--- src/rtl/pfc_consts.vh ---
`ifndef PFC_CONSTS_VH
`define PFC_CONSTS_VH
`define PFC_MAX_NEST        5'd24
`define PFC_MAX_TIMER       8'h7f
`define PFC_TICK_MS         100
`define PFC_CLK_MHZ         100
`define PFC_TICK_CYC        (`PFC_TICK_MS * 1000 * `PFC_CLK_MHZ)
`define PFC_CLK_WD_CYC      8'd64
`define PFC_NO_DB_ADDR      16'h7fff
`define PFC_VEC_DI_BASE     16'he200
`define PFC_VEC_DO_BASE     16'he280
`define PFC_VEC_KI_BASE     16'he300
`define PFC_VEC_KO_BASE     16'he400
`define PFC_BLINK_CYC       24'd5000000
`define PFC_A_CAUSE         12'h000
`define PFC_A_INSTR         12'h004
`define PFC_A_STEP          12'h008
`define PFC_A_REL           12'h00c
`define PFC_A_CALL          12'h010
`define PFC_A_DBB           12'h014
`define PFC_A_VEC           12'h018
`define PFC_A_CFG           12'h01c
`define PFC_A_STAT          12'h020
`define PFC_A_CTRL          12'h024
`define PFC_CFG_RST         32'h0000_0000
`define PFC_MEM_RAM_LARGE   2'd0
`define PFC_MEM_RAM_MEDIUM  2'd1
`define PFC_MEM_RAM_SMALL   2'd2
`define PFC_MEM_EPROM       2'd3
`define PFC_C_BSO   0
`define PFC_C_TE    1
`define PFC_C_ACK   2
`define PFC_C_ADR   3
`define PFC_C_OPC   4
`define PFC_C_SFG   5
`define PFC_C_SFM   6
`define PFC_C_SFE   7
`define PFC_C_IUE   8
`define PFC_C_ION   9
`define PFC_C_HALT  10
`define PFC_C_STOP  11
`define PFC_C_IOL   12
`define PFC_C_TOV   13
`define PFC_C_CLK   14
`endif

--- src/rtl/pfc_tick_gen.v ---
`timescale 1ns/1ps
`include "pfc_consts.vh"
module pfc_tick_gen #(
  parameter TICK_CYC = `PFC_TICK_CYC
) (
  input  wire core_clk_in,
  input  wire rst_n_in,
  output reg  tick_out
);
  reg [31:0] cnt_r;
  always @(posedge core_clk_in or negedge rst_n_in)
  begin
    if (!rst_n_in)
    begin
      cnt_r    <= 32'h0;
      tick_out <= 1'b0;
    end
    else if (cnt_r == TICK_CYC - 1)
    begin
      cnt_r    <= 32'h0;
      tick_out <= 1'b1;
    end
    else
    begin
      cnt_r    <= cnt_r + 32'h1;
      tick_out <= 1'b0;
    end
  end
endmodule // pfc_tick_gen

--- src/rtl/pfc_clk_watch.v ---
`timescale 1ns/1ps
`include "pfc_consts.vh"
// Watches a processor clock pulse sampled as a level; a missing toggle for the window is a loss.
module pfc_clk_watch (
  input  wire core_clk_in,
  input  wire rst_n_in,
  input  wire proc_pulse_in,
  output reg  lost_out
);
  reg       prev_r;
  reg [7:0] cnt_r;
  always @(posedge core_clk_in or negedge rst_n_in)
  begin
    if (!rst_n_in)
    begin
      prev_r   <= 1'b0;
      cnt_r    <= 8'h0;
      lost_out <= 1'b0;
    end
    else
    begin
      prev_r <= proc_pulse_in;
      if (proc_pulse_in != prev_r)
        cnt_r <= 8'h0;
      else if (cnt_r != `PFC_CLK_WD_CYC)
        cnt_r <= cnt_r + 8'h1;
      lost_out <= (cnt_r == `PFC_CLK_WD_CYC);
    end
  end
endmodule // pfc_clk_watch

--- src/rtl/pfc_fault_capture.v ---
// Chosen here: the address map and the AXI4-Lite register port.
`timescale 1ns/1ps
`include "pfc_consts.vh"
// Overview of operation
// - Flag block stack overflow when a call would push nesting beyond 24.
// - Raise time error on a new 100 ms tick while tick handling busy.
// - Raise time error also when the processor clock pulse fails.
// - Flag ack timeout when an addressed backplane module gives no acknowledge.
// - Flag addressing error on image access to absent or undeclared I/O.
// - Flag illegal opcode for timer or counter above 127 or masked.
// - Flag illegal opcode when a call targets an unloaded block.
// - Special function group error follows missing or execution special-function flag.
// - Digital input image ack error records E200H to E27FH in vector address.
// - Digital output image ack error records E280H to E2FFH in vector address.
// - Flag input transfer ack error records E300H to E3FFH.
// - Flag output transfer ack error records E400H to E4FFH.
// - Report 7FFFH as data block base when no data block selected.
// - Snapshot depth numbers entries in chronological interrupt order.
// - With main and fallback blocks both loaded, run only the main block.
// - Snapshot stores first word of the next or just-executed instruction.
// - Snapshot stores block-relative step address besides absolute step address.
// - Snapshot stores absolute address of last call in calling block.
// - Set I/O-not-operable cause on expansion unit power failure.
// - Set halt cause when halt line is driven by coordinator or CPU.
// - One stop cause for selector stop, stop command or programmer stop.
// - In multiprocessor mode with image updating on (CFG bit 4), raise I/O list error if list block missing.
// - Report user memory as large, medium or small RAM, or EPROM.
// - Any error stops the CPU, flashes stop lamp, asserts output disable.
module pfc_fault_capture #(
  parameter TICK_CYC = `PFC_TICK_CYC
) (
  input  wire        core_clk_in,
  input  wire        rst_n_in,
  input  wire [11:0] s_axi_awaddr,
  input  wire        s_axi_awvalid,
  output wire        s_axi_awready,
  input  wire [31:0] s_axi_wdata,
  input  wire [3:0]  s_axi_wstrb,
  input  wire        s_axi_wvalid,
  output wire        s_axi_wready,
  output wire [1:0]  s_axi_bresp,
  output reg         s_axi_bvalid,
  input  wire        s_axi_bready,
  input  wire [11:0] s_axi_araddr,
  input  wire        s_axi_arvalid,
  output wire        s_axi_arready,
  output reg  [31:0] s_axi_rdata,
  output reg  [1:0]  s_axi_rresp,
  output reg         s_axi_rvalid,
  input  wire        s_axi_rready,
  input  wire        call_in,
  input  wire        block_end_in,
  input  wire        call_target_loaded_in,
  input  wire        tick_done_in,
  input  wire        proc_pulse_in,
  input  wire        bus_access_in,
  input  wire        bus_ack_timeout_in,
  input  wire        image_access_in,
  input  wire        image_addr_valid_in,
  input  wire        timer_access_in,
  input  wire [7:0]  timer_num_in,
  input  wire        timer_masked_in,
  input  wire        special_func_missing_in,
  input  wire        special_func_exec_error_in,
  input  wire        update_ack_err_in,
  input  wire [1:0]  update_kind_in,
  input  wire [7:0]  update_entry_in,
  input  wire        exp_power_fail_in,
  input  wire        halt_line_in,
  input  wire        mode_stop_in,
  input  wire        stop_cmd_in,
  input  wire        pg_stop_in,
  input  wire        multiproc_in,
  input  wire        io_list_present_in,
  input  wire        restart_in,
  input  wire [15:0] instruction_word_in,
  input  wire [15:0] step_address_in,
  input  wire [15:0] block_start_in,
  input  wire        db_selected_in,
  input  wire [15:0] db_addr_in,
  output reg         stopped_out,
  output reg         stop_led_out,
  output reg         output_disable_out,
  output reg         run_main_block_out,
  output reg         run_fallback_block_out,
  output wire        tick_request_out
);
  reg  [14:0] cause_r;
  reg  [14:0] cause_nxt;
  reg  [4:0]  depth_r;
  reg         tick_busy_r;
  reg  [15:0] instr_r;
  reg  [15:0] step_r;
  reg  [15:0] rel_r;
  reg  [15:0] call_addr_r;
  reg  [15:0] last_call_r;
  reg  [15:0] dbb_r;
  reg  [15:0] vec_r;
  reg  [3:0]  snap_depth_r;
  reg  [31:0] cfg_r;
  reg  [23:0] blink_r;
  reg  [11:0] aw_addr_r;
  reg  [31:0] w_data_r;
  reg  [3:0]  w_strb_r;
  reg         aw_have_r;
  reg         w_have_r;
  wire        clk_lost;
  wire        tick;
  wire        fault;
  wire        main_loaded     = cfg_r[0];
  wire        fallback_loaded = cfg_r[1];
  wire        image_updating  = cfg_r[4];
  // Start-up code writes the fitted memory module type to CFG bits 3:2; it is shown one-hot.
  wire [3:0]  mem_kind        = 4'h1 << cfg_r[3:2];

  function [15:0] vec_of;
    input [1:0] kind;
    input [7:0] entry;
    begin
      case (kind)
        2'd0:    vec_of = `PFC_VEC_DI_BASE + {9'h0, entry[6:0]};
        2'd1:    vec_of = `PFC_VEC_DO_BASE + {9'h0, entry[6:0]};
        2'd2:    vec_of = `PFC_VEC_KI_BASE + {8'h0, entry};
        default: vec_of = `PFC_VEC_KO_BASE + {8'h0, entry};
      endcase
    end
  endfunction

  pfc_tick_gen #(
    .TICK_CYC (TICK_CYC)
  ) u_tick (
    .core_clk_in (core_clk_in),
    .rst_n_in    (rst_n_in),
    .tick_out    (tick)
  );

  pfc_clk_watch u_watch (
    .core_clk_in   (core_clk_in),
    .rst_n_in      (rst_n_in),
    .proc_pulse_in (proc_pulse_in),
    .lost_out      (clk_lost)
  );

  assign tick_request_out = tick & ~stopped_out;

  always @*
  begin
    cause_nxt = 15'h0;
    cause_nxt[`PFC_C_BSO] = call_in & call_target_loaded_in
                            & (depth_r == `PFC_MAX_NEST);
    cause_nxt[`PFC_C_TOV] = tick & tick_busy_r;
    cause_nxt[`PFC_C_CLK] = clk_lost;
    cause_nxt[`PFC_C_TE]  = cause_nxt[`PFC_C_TOV] | clk_lost;
    cause_nxt[`PFC_C_ACK] = bus_access_in & bus_ack_timeout_in;
    cause_nxt[`PFC_C_ADR] = image_access_in & ~image_addr_valid_in;
    cause_nxt[`PFC_C_OPC] = (timer_access_in & (timer_masked_in
                            | (timer_num_in > `PFC_MAX_TIMER)))
                            | (call_in & ~call_target_loaded_in);
    cause_nxt[`PFC_C_SFM] = special_func_missing_in;
    cause_nxt[`PFC_C_SFE] = special_func_exec_error_in;
    cause_nxt[`PFC_C_SFG] = special_func_missing_in | special_func_exec_error_in;
    cause_nxt[`PFC_C_IUE] = update_ack_err_in;
    cause_nxt[`PFC_C_ION] = exp_power_fail_in;
    cause_nxt[`PFC_C_HALT] = halt_line_in;
    cause_nxt[`PFC_C_STOP] = mode_stop_in | stop_cmd_in | pg_stop_in;
    cause_nxt[`PFC_C_IOL] = multiproc_in & ~io_list_present_in & image_updating;
  end

  assign fault = |cause_nxt;

  // Causes latch only while running or in the restart cycle, so the first picture stays intact for the programmer.
  always @(posedge core_clk_in or negedge rst_n_in)
  begin
    if (!rst_n_in)
    begin
      cause_r      <= 15'h0;
      stopped_out  <= 1'b0;
      depth_r      <= 5'h0;
      tick_busy_r  <= 1'b0;
      instr_r      <= 16'h0;
      step_r       <= 16'h0;
      rel_r        <= 16'h0;
      call_addr_r  <= 16'h0;
      last_call_r  <= 16'h0;
      dbb_r        <= `PFC_NO_DB_ADDR;
      vec_r        <= 16'h0;
      snap_depth_r <= 4'h0;
    end
    else
    begin
      if (restart_in)
      begin
        cause_r      <= 15'h0;
        stopped_out  <= 1'b0;
        depth_r      <= 5'h0;
        tick_busy_r  <= 1'b0;
        snap_depth_r <= 4'h0;
      end
      else if (!stopped_out)
      begin
        if (call_in && call_target_loaded_in && depth_r != `PFC_MAX_NEST)
        begin
          depth_r     <= depth_r + 5'h1;
          last_call_r <= step_address_in;
        end
        else if (block_end_in && depth_r != 5'h0)
          depth_r <= depth_r - 5'h1;
        if (tick)
          tick_busy_r <= 1'b1;
        else if (tick_done_in)
          tick_busy_r <= 1'b0;
      end
      // A fault in the restart cycle wins over the clear, so no error slips through unseen.
      if (fault && (restart_in || !stopped_out))
      begin
        stopped_out  <= 1'b1;
        cause_r      <= cause_nxt;
        snap_depth_r <= restart_in ? 4'h1 : snap_depth_r + 4'h1;
        instr_r      <= instruction_word_in;
        step_r       <= step_address_in;
        rel_r        <= step_address_in - block_start_in;
        call_addr_r  <= last_call_r;
        dbb_r        <= db_selected_in ? db_addr_in : `PFC_NO_DB_ADDR;
        vec_r        <= update_ack_err_in ? vec_of(update_kind_in, update_entry_in)
                                          : step_address_in;
      end
    end
  end

  always @(posedge core_clk_in or negedge rst_n_in)
  begin
    if (!rst_n_in)
    begin
      blink_r                <= 24'h0;
      stop_led_out           <= 1'b0;
      output_disable_out     <= 1'b1;
      run_main_block_out     <= 1'b0;
      run_fallback_block_out <= 1'b0;
    end
    else
    begin
      output_disable_out <= stopped_out;
      if (!stopped_out)
      begin
        blink_r      <= 24'h0;
        stop_led_out <= 1'b0;
      end
      else if (blink_r == `PFC_BLINK_CYC - 24'h1)
      begin
        blink_r      <= 24'h0;
        stop_led_out <= ~stop_led_out;
      end
      else
        blink_r <= blink_r + 24'h1;
      run_main_block_out     <= ~stopped_out & main_loaded;
      run_fallback_block_out <= ~stopped_out & fallback_loaded & ~main_loaded;
    end
  end

  assign s_axi_awready = ~aw_have_r & ~s_axi_bvalid;
  assign s_axi_wready  = ~w_have_r & ~s_axi_bvalid;
  assign s_axi_arready = ~s_axi_rvalid;
  assign s_axi_bresp   = 2'b00;

  always @(posedge core_clk_in or negedge rst_n_in)
  begin
    if (!rst_n_in)
    begin
      aw_have_r    <= 1'b0;
      w_have_r     <= 1'b0;
      aw_addr_r    <= 12'h0;
      w_data_r     <= 32'h0;
      w_strb_r     <= 4'h0;
      s_axi_bvalid <= 1'b0;
      cfg_r        <= `PFC_CFG_RST;
    end
    else
    begin
      if (s_axi_awvalid && s_axi_awready)
      begin
        aw_have_r <= 1'b1;
        aw_addr_r <= s_axi_awaddr;
      end
      if (s_axi_wvalid && s_axi_wready)
      begin
        w_have_r <= 1'b1;
        w_data_r <= s_axi_wdata;
        w_strb_r <= s_axi_wstrb;
      end
      if (aw_have_r && w_have_r)
      begin
        aw_have_r    <= 1'b0;
        w_have_r     <= 1'b0;
        s_axi_bvalid <= 1'b1;
        if (aw_addr_r[11:2] == `PFC_A_CFG >> 2)
        begin
          if (w_strb_r[0])
            cfg_r[7:0] <= w_data_r[7:0];
          if (w_strb_r[1])
            cfg_r[15:8] <= w_data_r[15:8];
          if (w_strb_r[2])
            cfg_r[23:16] <= w_data_r[23:16];
          if (w_strb_r[3])
            cfg_r[31:24] <= w_data_r[31:24];
        end
      end
      else if (s_axi_bvalid && s_axi_bready)
        s_axi_bvalid <= 1'b0;
    end
  end

  // Unmapped reads answer zero with OKAY rather than an error, so scans of the map are harmless.
  always @(posedge core_clk_in or negedge rst_n_in)
  begin
    if (!rst_n_in)
    begin
      s_axi_rvalid <= 1'b0;
      s_axi_rdata  <= 32'h0;
      s_axi_rresp  <= 2'b00;
    end
    else if (s_axi_arvalid && s_axi_arready)
    begin
      s_axi_rvalid <= 1'b1;
      s_axi_rresp  <= 2'b00;
      case (s_axi_araddr[11:2])
        `PFC_A_CAUSE >> 2: s_axi_rdata <= {17'h0, cause_r};
        `PFC_A_INSTR >> 2: s_axi_rdata <= {16'h0, instr_r};
        `PFC_A_STEP  >> 2: s_axi_rdata <= {16'h0, step_r};
        `PFC_A_REL   >> 2: s_axi_rdata <= {16'h0, rel_r};
        `PFC_A_CALL  >> 2: s_axi_rdata <= {16'h0, call_addr_r};
        `PFC_A_DBB   >> 2: s_axi_rdata <= {16'h0, dbb_r};
        `PFC_A_VEC   >> 2: s_axi_rdata <= {16'h0, vec_r};
        `PFC_A_CFG   >> 2: s_axi_rdata <= cfg_r;
        `PFC_A_STAT  >> 2: s_axi_rdata <= {16'h0, snap_depth_r, 1'b0, depth_r,
                                           mem_kind, tick_busy_r, stopped_out};
        default:           s_axi_rdata <= 32'h0;
      endcase
    end
    else if (s_axi_rvalid && s_axi_rready)
      s_axi_rvalid <= 1'b0;
  end
endmodule // pfc_fault_capture

--- config.mk ---
export PLATFORM = sky130hd
export DESIGN_NAME = pfc_fault_capture
export DESIGN_NICKNAME = d
export VERILOG_FILES = /design/src/rtl/pfc_tick_gen.v /design/src/rtl/pfc_clk_watch.v /design/src/rtl/pfc_fault_capture.v
export VERILOG_INCLUDE_DIRS = /design/src /design/src/rtl
export SDC_FILE = /design/constraint.sdc
export NUM_CORES = 1
export LEC_CHECK = 0
export ABC_AREA = 1
export CAP_MARGIN = 20
export CORE_ASPECT_RATIO = 0.9
export CORE_MARGIN = 1
export CORE_UTILIZATION = 25
export DETAILED_ROUTE_END_ITERATION = 12
export DONT_BUFFER_PORTS = 1
export HOLD_SLACK_MARGIN = 0.02
export PLACE_DENSITY = 0.44
export SYNTH_ARGS = -nofsm -noshare
export SYNTH_HDL_FRONTEND = slang
export SYNTH_SLANG_ARGS = --single-unit
--- constraint.sdc ---
create_clock -name core_clk_in -period 1.6 [get_ports core_clk_in]
set_clock_uncertainty 0.05 [all_clocks]
set_input_delay 0.32 -clock core_clk_in [delete_from_list [all_inputs] [get_ports core_clk_in]]
set_output_delay 0.32 -clock core_clk_in [all_outputs]
set_load 0.03 [all_outputs]
==> results.py, run 1 <==
metrics = {
    "routing": {
        "avgViaCountPerCell": 4.59,
        "num_vias": 15200,
        "wl_per_cell_um": 18.3,
        "drc": 0,
        "drt_wl_total_mm": 60.5,
        "drt_iter0_drc": 1105,
        "first_pass_iters": 6,
        "drtAntennaViolNets": 0,
    },
    "worst_setup_path": {
        "cp-start-kind": "register",
        "slowest_stage": "dfrtp_1",
        "arrival_ns": 2.30,
        "r2r_end": "dbb_r[8]$_DFFE_PN1P_",
        "crit_top_cell": "nand2_2",
        "rr_worst_depth": 11,
        "end_kind": "register",
        "critPathKind": "reg2reg",
        "path_max_fanout": 8,
        "slowest_delay_ns": 0.44,
        "reg2reg_setup_slack_ns": -0.26,
        "path_cells": "nand2_2 > nor2_4 > nor2_4 > nand2_2 > buf_6 > o21ai_4 > buf_6 > clkbuf_16 > clkbuf_16 > nand2_2 > o21ai_1",
        "timing.rr.start": "cfg_r[4]$_DFFE_PN0P_",
        "cp.required_ns": 2.03,
    },
    "run": {
        "max_cap_viol_count": 0,
    },
    "outcome": {
        "violations": "hold timing, setup timing",
        "status": "complete, but fails checks",
    },
    "timing": {
        "period_minus_slack_ns": 1.86,
        "hold_viol_final": 323,
        "setup_viol": 142,
        "finalCritPeriodShare_pct": 117,
        "final.setup.worst_slack_ns": -0.264,
        "rsz0062_at_grt": "true",
        "worst_pin_slew_ns": 0.624,
        "max_freq_mhz": 536,
        "drv_slew": 0,
        "slew_headroom_pct": 58.4,
        "hold_ws_ns": -0.582,
    },
    "floorplanning": {
        "floorplan.initialDensity_pct": 25.3,
        "row_count": 88,
        "die_x_um": 271,
        "die-area_um2": 66100,
        "die_y_um": 244,
        "core_um2": 64200,
        "ios": 219,
    },
    "yosys": {
        "synth-edff-count": 0,
        "synth_top_area_share_pct": 47.2,
        "syn_inst": 2100,
        "syn_avg_cell_area_um2": 7.75,
        "synth_cell_type_count": 43,
        "yosysWarnings": 0,
        "ys_async_sr_fraction_pct": 100,
        "synth_ff_type": "dfrtp_1",
        "seq_area_frac_synth_pct": 49.8,
        "syn_area_um2": 16300,
        "synth.area.top_cells": "dfrtp_1 (47%), nand2_1 (14%), nand3_1 (7.2%), nor2_1 (5.6%), inv_1 (5.4%)",
        "yosys.area.top_type": "dfrtp_1",
        "synth_common_cells": "nand2_1 (598), dfrtp_1 (307), nor2_1 (243)",
        "synth.most_common_cell": "nand2_1",
        "ys_ff_latch": 323,
    },
    "finish": {
        "area_delta_synth_final_pct": 43.0,
        "utilization_pct": 36.2,
        "layout.nets": 2623,
        "drive_gt1_share_pct": 23.7,
    },
    "power_and_ir_drop": {
        "finalPower_w": 0.0231,
        "power_density_nw_per_um2": 993,
        "vdd_drop_max_v": 0.000648,
        "p_leak_nw": 11.2,
    },
    "cts": {
        "cts_sinks": 323,
        "insertion_delay_ns": 0.57,
        "tritoncts": "built",
        "htreeDepth": 2,
        "clockRootBuffer": "clkbuf_16",
        "cts_buffers": 38,
        "cts_buffer_depth": 3,
        "path_clk_slew_ns": 0.06,
    },
    "global_routing": {
        "antenna_found_initial": 9,
        "gr-total-overflow": 0,
        "grtUsageTotal_pct": 17.6,
        "grt_pass1_wl_mm": 89.2,
        "grt_max_degree": 324,
        "grt_pass1_vias": 15100,
    },
    "placement": {
        "dp_hpwl_mm": 42.5,
        "io_buffers": 0,
        "gp_congestion": 0.899,
    },
    "worst_hold_path": {
        "hp-class": "in2async",
    },
}
==> cell families after synthesis <==
logic type      share of synthesized area, %
compound gates                          6.66
xor+xnor                                2.58
fa+ha+maj                               2.02
buf+inv                                 7.96
flops                                   49.8
mux                                     1.11
other cells                           0.0231
simple gates                            29.8
==> area by class of cell <==
type | instances | area, µm²
Clock inverter | 12 | 145
Fill cell | 6581 | 40900
Timing Repair Buffer | 364 | 3950
Tap cell | 855 | 1070
Antenna cell | 3 | 7.51
Sequential cell | 323 | 8110
Inverter | 235 | 911
Clock buffer | 56 | 1180
Multi-Input combinational cell | 1464 | 7890
==> layout by cell type, fill, tap and decap left out, types with 20 or more instances in the layout <==
master / Yosys / routed
a21oi_1: 56 / 54
buf_12: 0 / 30
buf_4: 13 / 151
buf_6: 3 / 28
clkbuf_16: 0 / 53
dfrtp_1: 307 / 299
dlygate4sd3_1: 0 / 126
inv_1: 234 / 221
nand2_1: 598 / 504
nand2_2: 1 / 75
nand2_4: 0 / 20
nand3_1: 234 / 215
nor2_1: 243 / 198
nor2_2: 1 / 29
o21ai_0: 136 / 67
o21ai_1: 13 / 58
o21ai_2: 1 / 24
xor2_1: 33 / 32
==> state kept, by name, summed over array words and instances, names as in the netlist, 8 cells and up <==
| register | flops |
|---|---|
| u_tick.cnt_r | 32 |
| cfg_r | 32 |
| last_call_r | 16 |
| s_axi_rdata | 32 |
| vec_r | 16 |
| aw_addr_r | 10 |
| step_r | 16 |
| call_addr_r | 16 |
| instr_r | 16 |
| cause_r | 15 |
| w_data_r | 32 |
| blink_r | 24 |
| rel_r | 16 |
| dbb_r | 16 |
| u_watch.cnt_r | 8 |
==> power by group <==
part,switching (W),internal [W]
clock,0.00366,0.00560
combinational,0.00223,0.00176
sequential,0.000670,0.00918
==> worst max-delay path by stage <==
stage          slack (ns)  depth (start not counted)                   endpoint                       from
2_1_floorplan       -0.02                          5   w_data_r[10]$_DFFE_PN0P_   s_axi_bvalid$_DFFE_PN0P_
3_3_place_gp        -0.75                          7  u_tick.tick_out$_DFF_PN0_  u_tick.cnt_r[0]$_DFF_PN0_
3_5_place_dp        -0.69                          7  u_tick.tick_out$_DFF_PN0_  u_tick.cnt_r[0]$_DFF_PN0_
4_1_cts             -0.20                         12      vec_r[15]$_DFFE_PN0P_     depth_r[3]$_DFFE_PN0P_
5_1_grt             -0.33                         11       dbb_r[3]$_DFFE_PN1P_       cfg_r[4]$_DFFE_PN0P_
6_report            -0.26                         11       dbb_r[8]$_DFFE_PN1P_       cfg_r[4]$_DFFE_PN0P_
==> per-stage QoR <==
stage                     TNS (ns)  instance area, µm²  hold WS [ns]  std cells  setup WS, ns
after floorplan             -0.400               16400       -0.0256       2103       -0.0176
after global placement      -32.25               18700      -0.00959       3054        -0.753
after detailed placement    -32.96               18700      -0.00882       3054        -0.691
after CTS                   -16.67               22000        -0.614       3274        -0.200
after global routing        -37.60               23300        -0.607       3312        -0.335
final                       -23.40               23300        -0.582       3312        -0.264
==> per-layer routing <==
layer	up-vias	GRT usage, %	part of all wire (%)
met4	10	5.32	2.3
met1	7379	24.1	46
met3	80	3.83	6.2
met2	380	27.5	45
met5	-	0	0.11
li1	7343	-	-
==> worst max-delay path: cells and delay by family (launching register included) <==
kind,cells,cell delay (ns)
AOI/OAI and AO/OA,2,0.28
and+or+nand+nor,5,0.39
DFF,1,0.44
buffers and inverters,4,0.63
==> what timing repair did <==
action,4_1_cts,5_1_grt
cloned,10,13
hold endpoints to repair,471,330
endpoints found under the setup margin,170,217
hold buffers,123,3
pin swaps,30,54
resized for setup,148,253
setup buffers,20,24
(Power assumes the default switching activity.)
==> run 2, diff against run 1 <==
- SKIP_CTS_REPAIR_TIMING: not set -> 1
==> run 2 against run 1 <==
  * The flow finishes with violations (hold timing, slew limit, setup timing)
  * Worst hold slack improved by 0.0036 ns
  * Wire length decreased by 0.53%
  * Sequential share of layout area increased by 0.39 points
  * Final cell count decreased by 0.21%
  * Non-clock buffer count decreased by 7
  * Combinational power decreased by 3%
  * Core utilization decreased by 0.39 points
  * Critical path depth increased by 1
==> results.py, run 2 (synthesis results as in run 1) <==
metrics = {
    "finish": {
        "final_common_cell": "nand2_1",
        "drive_gt1_share_pct": 22.6,
        "area_delta_synth_final_pct": 41.5,
        "layout_common_cells": "nand2_1 (519), dfrtp_1 (298), inv_1 (224), nand3_1 (218), nor2_1 (200)",
        "layout.nets": 2616,
        "fillerInstances": 6593,
    },
    "cts": {
        "tritoncts": "built",
        "cts_sinks": 323,
        "path_clk_slew_ns": 0.06,
        "clockRootBuffer": "clkbuf_16",
        "htreeDepth": 2,
        "cts_buffer_depth": 3,
        "insertion_delay_ns": 0.56,
        "cts_buffers": 38,
    },
    "routing": {
        "drt_iter0_drc": 1143,
        "avgViaCountPerCell": 4.56,
        "wl_per_cell_um": 18.2,
        "drc": 0,
        "drt_wl_total_mm": 60.1,
        "drtAntennaViolNets": 0,
        "first_pass_iters": 5,
        "num_vias": 15100,
    },
    "timing": {
        "hold_ws_ns": -0.579,
        "final.setup.worst_slack_ns": -0.282,
        "slew_headroom_pct": -5.09,
        "max_freq_mhz": 531,
        "worst_pin_slew_ns": 1.58,
        "rsz0062_at_grt": "true",
        "hold_viol_final": 307,
        "setup_viol": 150,
        "period_minus_slack_ns": 1.88,
        "finalCritPeriodShare_pct": 118,
        "drv_slew": 65,
    },
    "floorplanning": {
        "ios": 219,
        "die_y_um": 244,
        "die_x_um": 271,
        "row_count": 88,
        "floorplan.initialDensity_pct": 25.3,
        "core_um2": 64200,
        "die-area_um2": 66100,
    },
    "worst_hold_path": {
        "hp-class": "in2async",
    },
    "power_and_ir_drop": {
        "vdd_drop_max_v": 0.000674,
        "p_leak_nw": 11.1,
        "finalPower_w": 0.0230,
        "power_density_nw_per_um2": 998,
    },
    "worst_setup_path": {
        "end_kind": "register",
        "worst-path-buf-inv": 2,
        "arrival_ns": 2.33,
        "slowest_stage": "fa_2",
        "crit_top_cell": "nand2_2",
        "path_delay_family": "simple AND/OR/NAND/NOR gates",
        "critPathKind": "reg2reg",
        "cp.required_ns": 2.04,
        "rr_worst_depth": 12,
        "path_max_fanout": 5,
        "slowest_delay_ns": 0.40,
        "cp.depth": 12,
        "path_cells": "inv_2 > nor2_4 > buf_6 > nand3_4 > nand2_4 > fa_2 > nand2_2 > nand2_2 > a21oi_2 > nand2b_1 > nand3_1 > nand2_1",
        "cp-start-kind": "register",
    },
    "global_routing": {
        "grt_pass1_vias": 14100,
        "grt_max_degree": 324,
        "antenna_found_initial": 8,
        "grtUsageTotal_pct": 16.8,
        "gr-total-overflow": 0,
        "grt_pass1_wl_mm": 85.0,
    },
    "placement": {
        "io_buffers": 0,
        "dp_hpwl_mm": 42.5,
        "place_ws_ns": -0.691,
        "gp_congestion": 0.899,
    },
    "outcome": {
        "violations": "hold timing, slew limit, setup timing",
        "status": "complete, but fails checks",
    },
    "run": {
        "max_cap_viol_count": 0,
    },
}
==> run 2: cell types whose count changed in the layout (fill, tap and decap cells not counted), moves of 4 or more <==
cell and delta:
buf_8 -5, buf_4 +4, nand2_2 -15, nand2_1 +15, o21ai_0 +13, clkbuf_16 +6, o21ai_1 -12, dlygate4sd3_1 -4
buf_12 -7
==> run 2: worst paths after layout <==
path / to / from / slack (ns)
setup / recovery: depth_r[4]$_DFFE_PN0P_ / depth_r[3]$_DFFE_PN0P_ / -0.28
hold / removal: blink_r[13]$_DFF_PN0_ / rst_n_in / -0.58
setup reg to reg: depth_r[4]$_DFFE_PN0P_ / depth_r[3]$_DFFE_PN0P_ / -0.28
hold reg to reg: call_addr_r[0]$_DFFE_PN0P_ / last_call_r[0]$_DFFE_PN0P_ / 0.42
max in group asynchronous: stopped_out$_DFFE_PN0P_ / rst_n_in / 0.73
min in group core_clk_in: vec_r[9]$_DFFE_PN0P_ / update_ack_err_in / 0.03
==> run 2: cell type report <==
type                       count  area, µm²  share of cell area (%)
sequential                   323       8110                    35.3
clock buffer                  56       1180                    5.14
antenna                        3       7.51                  0.0326
multi-input combinational   1464       7800                    33.9
inverter                     235        905                    3.93
tap                          855       1070                    4.65
timing repair buffer         357       3790                    16.5
clock inverter                12        145                   0.631
==> run 2: metal layers <==
layer | routed length, µm | global-route usage (%) | part of all wire, %
met5 | 51 | 0 | 0.085
met3 | 3780 | 4.28 | 6.3
met1 | 27900 | 23.0 | 46
met2 | 27100 | 26.2 | 45
met4 | 1320 | 4.70 | 2.2
==> run 2: stage by stage <==
stage / TNS [ns] / utilization [%] / instances / instance area (µm²) / hold slack (ns)
floorplan: -0.400 / - / 2103 / 16400 / -0.0256
global placement: -32.25 / 29.1 / 3054 / 18700 / -0.00959
detailed placement: -32.96 / 29.1 / 3054 / 18700 / -0.00882
CTS: -33.06 / 31.2 / 3122 / 20000 / -0.614
global route: -38.82 / 35.9 / 3305 / 23000 / -0.606
finish: -25.10 / 35.9 / 3305 / 23000 / -0.579
==> run 2: power breakdown <==
group | leakage, nW | total [W] | switching [W] | internal [W]
clock | 0.646 | 0.00927 | 0.00366 | 0.00560
combinational | 6.32 | 0.00386 | 0.00217 | 0.00169
sequential | 4.13 | 0.00985 | 0.000671 | 0.00918
total | 11.1 | 0.0230 | 0.00651 | 0.0165
==> run 2: worst reg2reg max path: cells and delay by family (launching register included) <==
kind | cells | cell delay [ns]
simple gates | 8 | 0.64
fa+ha+maj | 1 | 0.40
flops | 1 | 0.39
buf+inv | 2 | 0.19
compound gates | 1 | 0.16
==> run 3, diff against run 2 <==
- ABC_AREA: 1 -> not set
==> run 3 against run 2 <==
  * The run ends with hold timing, setup timing left
  * Design area is 7.1% lower
  * Synthesized cell count shrank 35%
  * Total power is 0.74% higher
  * Sequential power hardly changed
  * Largest cell class unchanged
==> results.py, run 3 <==
metrics = {
    "global_routing": {
        "grt_pass1_wl_mm": 73.3,
        "gr-total-overflow": 0,
        "grtUsageTotal_pct": 15.8,
        "grt_use_met1_pct": 22.6,
        "grt_pass1_vias": 11500,
        "grt.met2_usage_pct": 23.3,
        "antenna_found_initial": 2,
        "busiest_layer": "met2",
        "grt_max_degree": 324,
        "grt_util_met3_pct": 3.71,
    },
    "yosys": {
        "synth.area.top_cells": "dfrtp_1 (51%), mux2_2 (10%), o21ai_0 (3.6%), nand2_1 (2.8%), dfstp_2 (2.8%)",
        "syn_avg_cell_area_um2": 11.1,
        "synth_cell_type_count": 72,
        "synth-edff-count": 0,
        "synth_ff_type": "dfrtp_1",
        "ys_ff_latch": 323,
        "yosysWarnings": 0,
        "syn_area_um2": 15200,
        "synth_top_area_share_pct": 50.6,
        "synth.most_common_cell": "dfrtp_1",
        "syn_inst": 1361,
        "ys_async_sr_fraction_pct": 100,
        "seq_area_frac_synth_pct": 53.4,
        "yosys.area.top_type": "dfrtp_1",
        "synth_common_cells": "dfrtp_1 (307), mux2_2 (139), nand2_1 (115)",
    },
    "power_and_ir_drop": {
        "p_leak_nw": 9.73,
        "swShare_pct": 26.9,
        "power_frac_comb_pct": 17.5,
        "vdd_drop_max_v": 0.000615,
        "power.share.sequential_pct": 43.8,
        "power_density_nw_per_um2": 1080,
        "p_int_w": 0.0169,
        "switchingPower_w": 0.00621,
        "pwr-share-clk_pct": 38.8,
    },
    "finish": {
        "final_common_cell": "dfrtp_1",
        "layout_common_cells": "dfrtp_1 (305), buf_4 (222), dlygate4sd3_1 (130), nand2_1 (108), nor2_1 (96)",
        "n_antenna_cell": 0,
        "area_delta_synth_final_pct": 40.8,
        "fillerInstances": 5891,
        "instances_no_fill": 2537,
        "drive_gt1_share_pct": 30.9,
        "layout.nets": 1920,
    },
    "floorplanning": {
        "die_y_um": 236,
        "floorplan.initialDensity_pct": 25.3,
        "core_um2": 59900,
        "ios": 219,
        "row_count": 85,
        "die-area_um2": 61700,
        "die_x_um": 262,
    },
    "run": {
        "max_cap_viol_count": 0,
    },
    "cts": {
        "tritoncts": "built",
        "path_clk_slew_ns": 0.06,
        "htreeDepth": 2,
        "cts_sinks": 323,
        "cts_buffer_depth": 3,
        "cts_buffers": 40,
        "insertion_delay_ns": 0.57,
        "clockRootBuffer": "clkbuf_16",
    },
    "routing": {
        "first_pass_iters": 5,
        "avgViaCountPerCell": 4.58,
        "drc": 0,
        "drt_iter0_drc": 690,
        "num_vias": 11600,
        "drtAntennaViolNets": 0,
        "wl_per_cell_um": 19.5,
        "drt_wl_total_mm": 49.6,
    },
    "worst_setup_path": {
        "end_kind": "register",
        "slowest_stage": "or3_4",
        "arrival_ns": 2.49,
        "critPathKind": "reg2reg",
        "cp.required_ns": 2.00,
        "path_cells": "or3_4 > o21bai_4 > buf_6 > ha_4 > a21o_1 > a21oi_2 > xnor2_1 > a22o_1",
        "worst-path-buf-inv": 1,
        "path_max_fanout": 6,
        "slowest_delay_ns": 0.43,
        "path_delay_family": "compound AO/OA/AOI/OAI gates",
        "cp-start-kind": "register",
    },
    "timing": {
        "period_minus_slack_ns": 2.09,
        "finalCritPeriodShare_pct": 130,
        "max_freq_mhz": 479,
        "worst_pin_slew_ns": 0.921,
        "drv_slew": 0,
        "hold_ws_ns": -0.602,
        "final.setup.worst_slack_ns": -0.487,
        "rsz0062_at_grt": "true",
        "slew_headroom_pct": 38.6,
        "hold_viol_final": 344,
        "tns_ns": -60.03,
        "setup_viol": 228,
    },
    "placement": {
        "io_buffers": 0,
        "dp_hpwl_mm": 36.4,
        "place_ws_ns": -0.601,
        "gp_congestion": 0.887,
        "placed_cells": 2325,
    },
    "worst_hold_path": {
        "hp-class": "in2async",
    },
    "outcome": {
        "violations": "hold timing, setup timing",
        "status": "complete, but fails checks",
    },
}
run 3: cell types whose count changed in the layout (fill, tap and decap cells not counted), moves of 26 or more:
cell	previous run	this run
nor2_2	30	4
inv_1	224	40
mux2_4	0	88
mux2i_1	0	28
buf_4	155	222
xnor2_1	14	40
nand2_2	60	2
a21oi_1	55	29
mux2_2	16	53
nor2_1	200	96
buf_6	31	5
nand2_1	519	108
nand3_1	218	41
o21ai_0	80	39
run 3: path summary, 6_finish.rpt:
kind / startpoint / end / slack [ns] / cells past startpoint
worst max-delay path: depth_r[1]$_DFFE_PN0P_ / depth_r[3]$_DFFE_PN0P_ / -0.49 / 8
worst min-delay path: rst_n_in / s_axi_rdata[30]$_DFFE_PN0P_ / -0.60 / 0
worst max register to register: depth_r[1]$_DFFE_PN0P_ / depth_r[3]$_DFFE_PN0P_ / -0.49 / 8
worst min register to register: u_tick.cnt_r[0]$_DFF_PN0_ / u_tick.cnt_r[0]$_DFF_PN0_ / 0.41 / 1
max in group asynchronous: rst_n_in / u_watch.cnt_r[4]$_DFFE_PN0P_ / 1.33 / 0
min in group core_clk_in: restart_in / snap_depth_r[3]$_DFFE_PN0P_ / -0.22 / 1
run 3: through the flow:
step / util [%] / instance area [µm²] / total power [W]
global route: 35.7 / 21400 / 0.0242
floorplan: - / 16000 / 0.0127
finish: 35.7 / 21400 / 0.0231
global placement: 30.8 / 18500 / 0.0138
detailed placement: 30.8 / 18500 / 0.0139
CTS: 33.0 / 19800 / 0.0230
run 3: layout make-up:
class,instances,area (µm²),area share [%]
repair buffers,377,3420,16.0
clock inverters,8,98.8,0.463
multi-input cells,940,7410,34.7
clock buffers,65,1190,5.59
flip-flops and latches,323,8110,37.9
well taps,783,980,4.58
inverters,41,154,0.720
run 3: routing by layer:
| layer | vias up | wire [µm] |
|---|---|---|
| li1 | 5566 | - |
| met1 | 5723 | 23500 |
| met2 | 247 | 22200 |
| met3 | 68 | 2780 |
| met4 | 4 | 1070 |
| met5 | - | 23 |
run 3: kinds of logic after synthesis:
group	share of synthesized area (%)
buffers and inverters	3.01
AND/OR/NAND/NOR	13.6
flip-flops	53.4
other	0.0247
multiplexers	12.5
XOR/XNOR	4.50
adder cells (fa/ha/maj)	2.16
AO/OA/AOI/OAI	10.8
run 3: power by group through the flow:
stage / combinational, W / clock [W] / sequential (W)
2_1_floorplan: 0.00274 / 0 / 0.00997
3_3_place_gp: 0.00362 / 0 / 0.0102
3_5_place_dp: 0.00367 / 0 / 0.0102
4_1_cts: 0.00369 / 0.00928 / 0.0101
5_1_grt: 0.00440 / 0.00958 / 0.0103
6_report: 0.00404 / 0.00897 / 0.0101
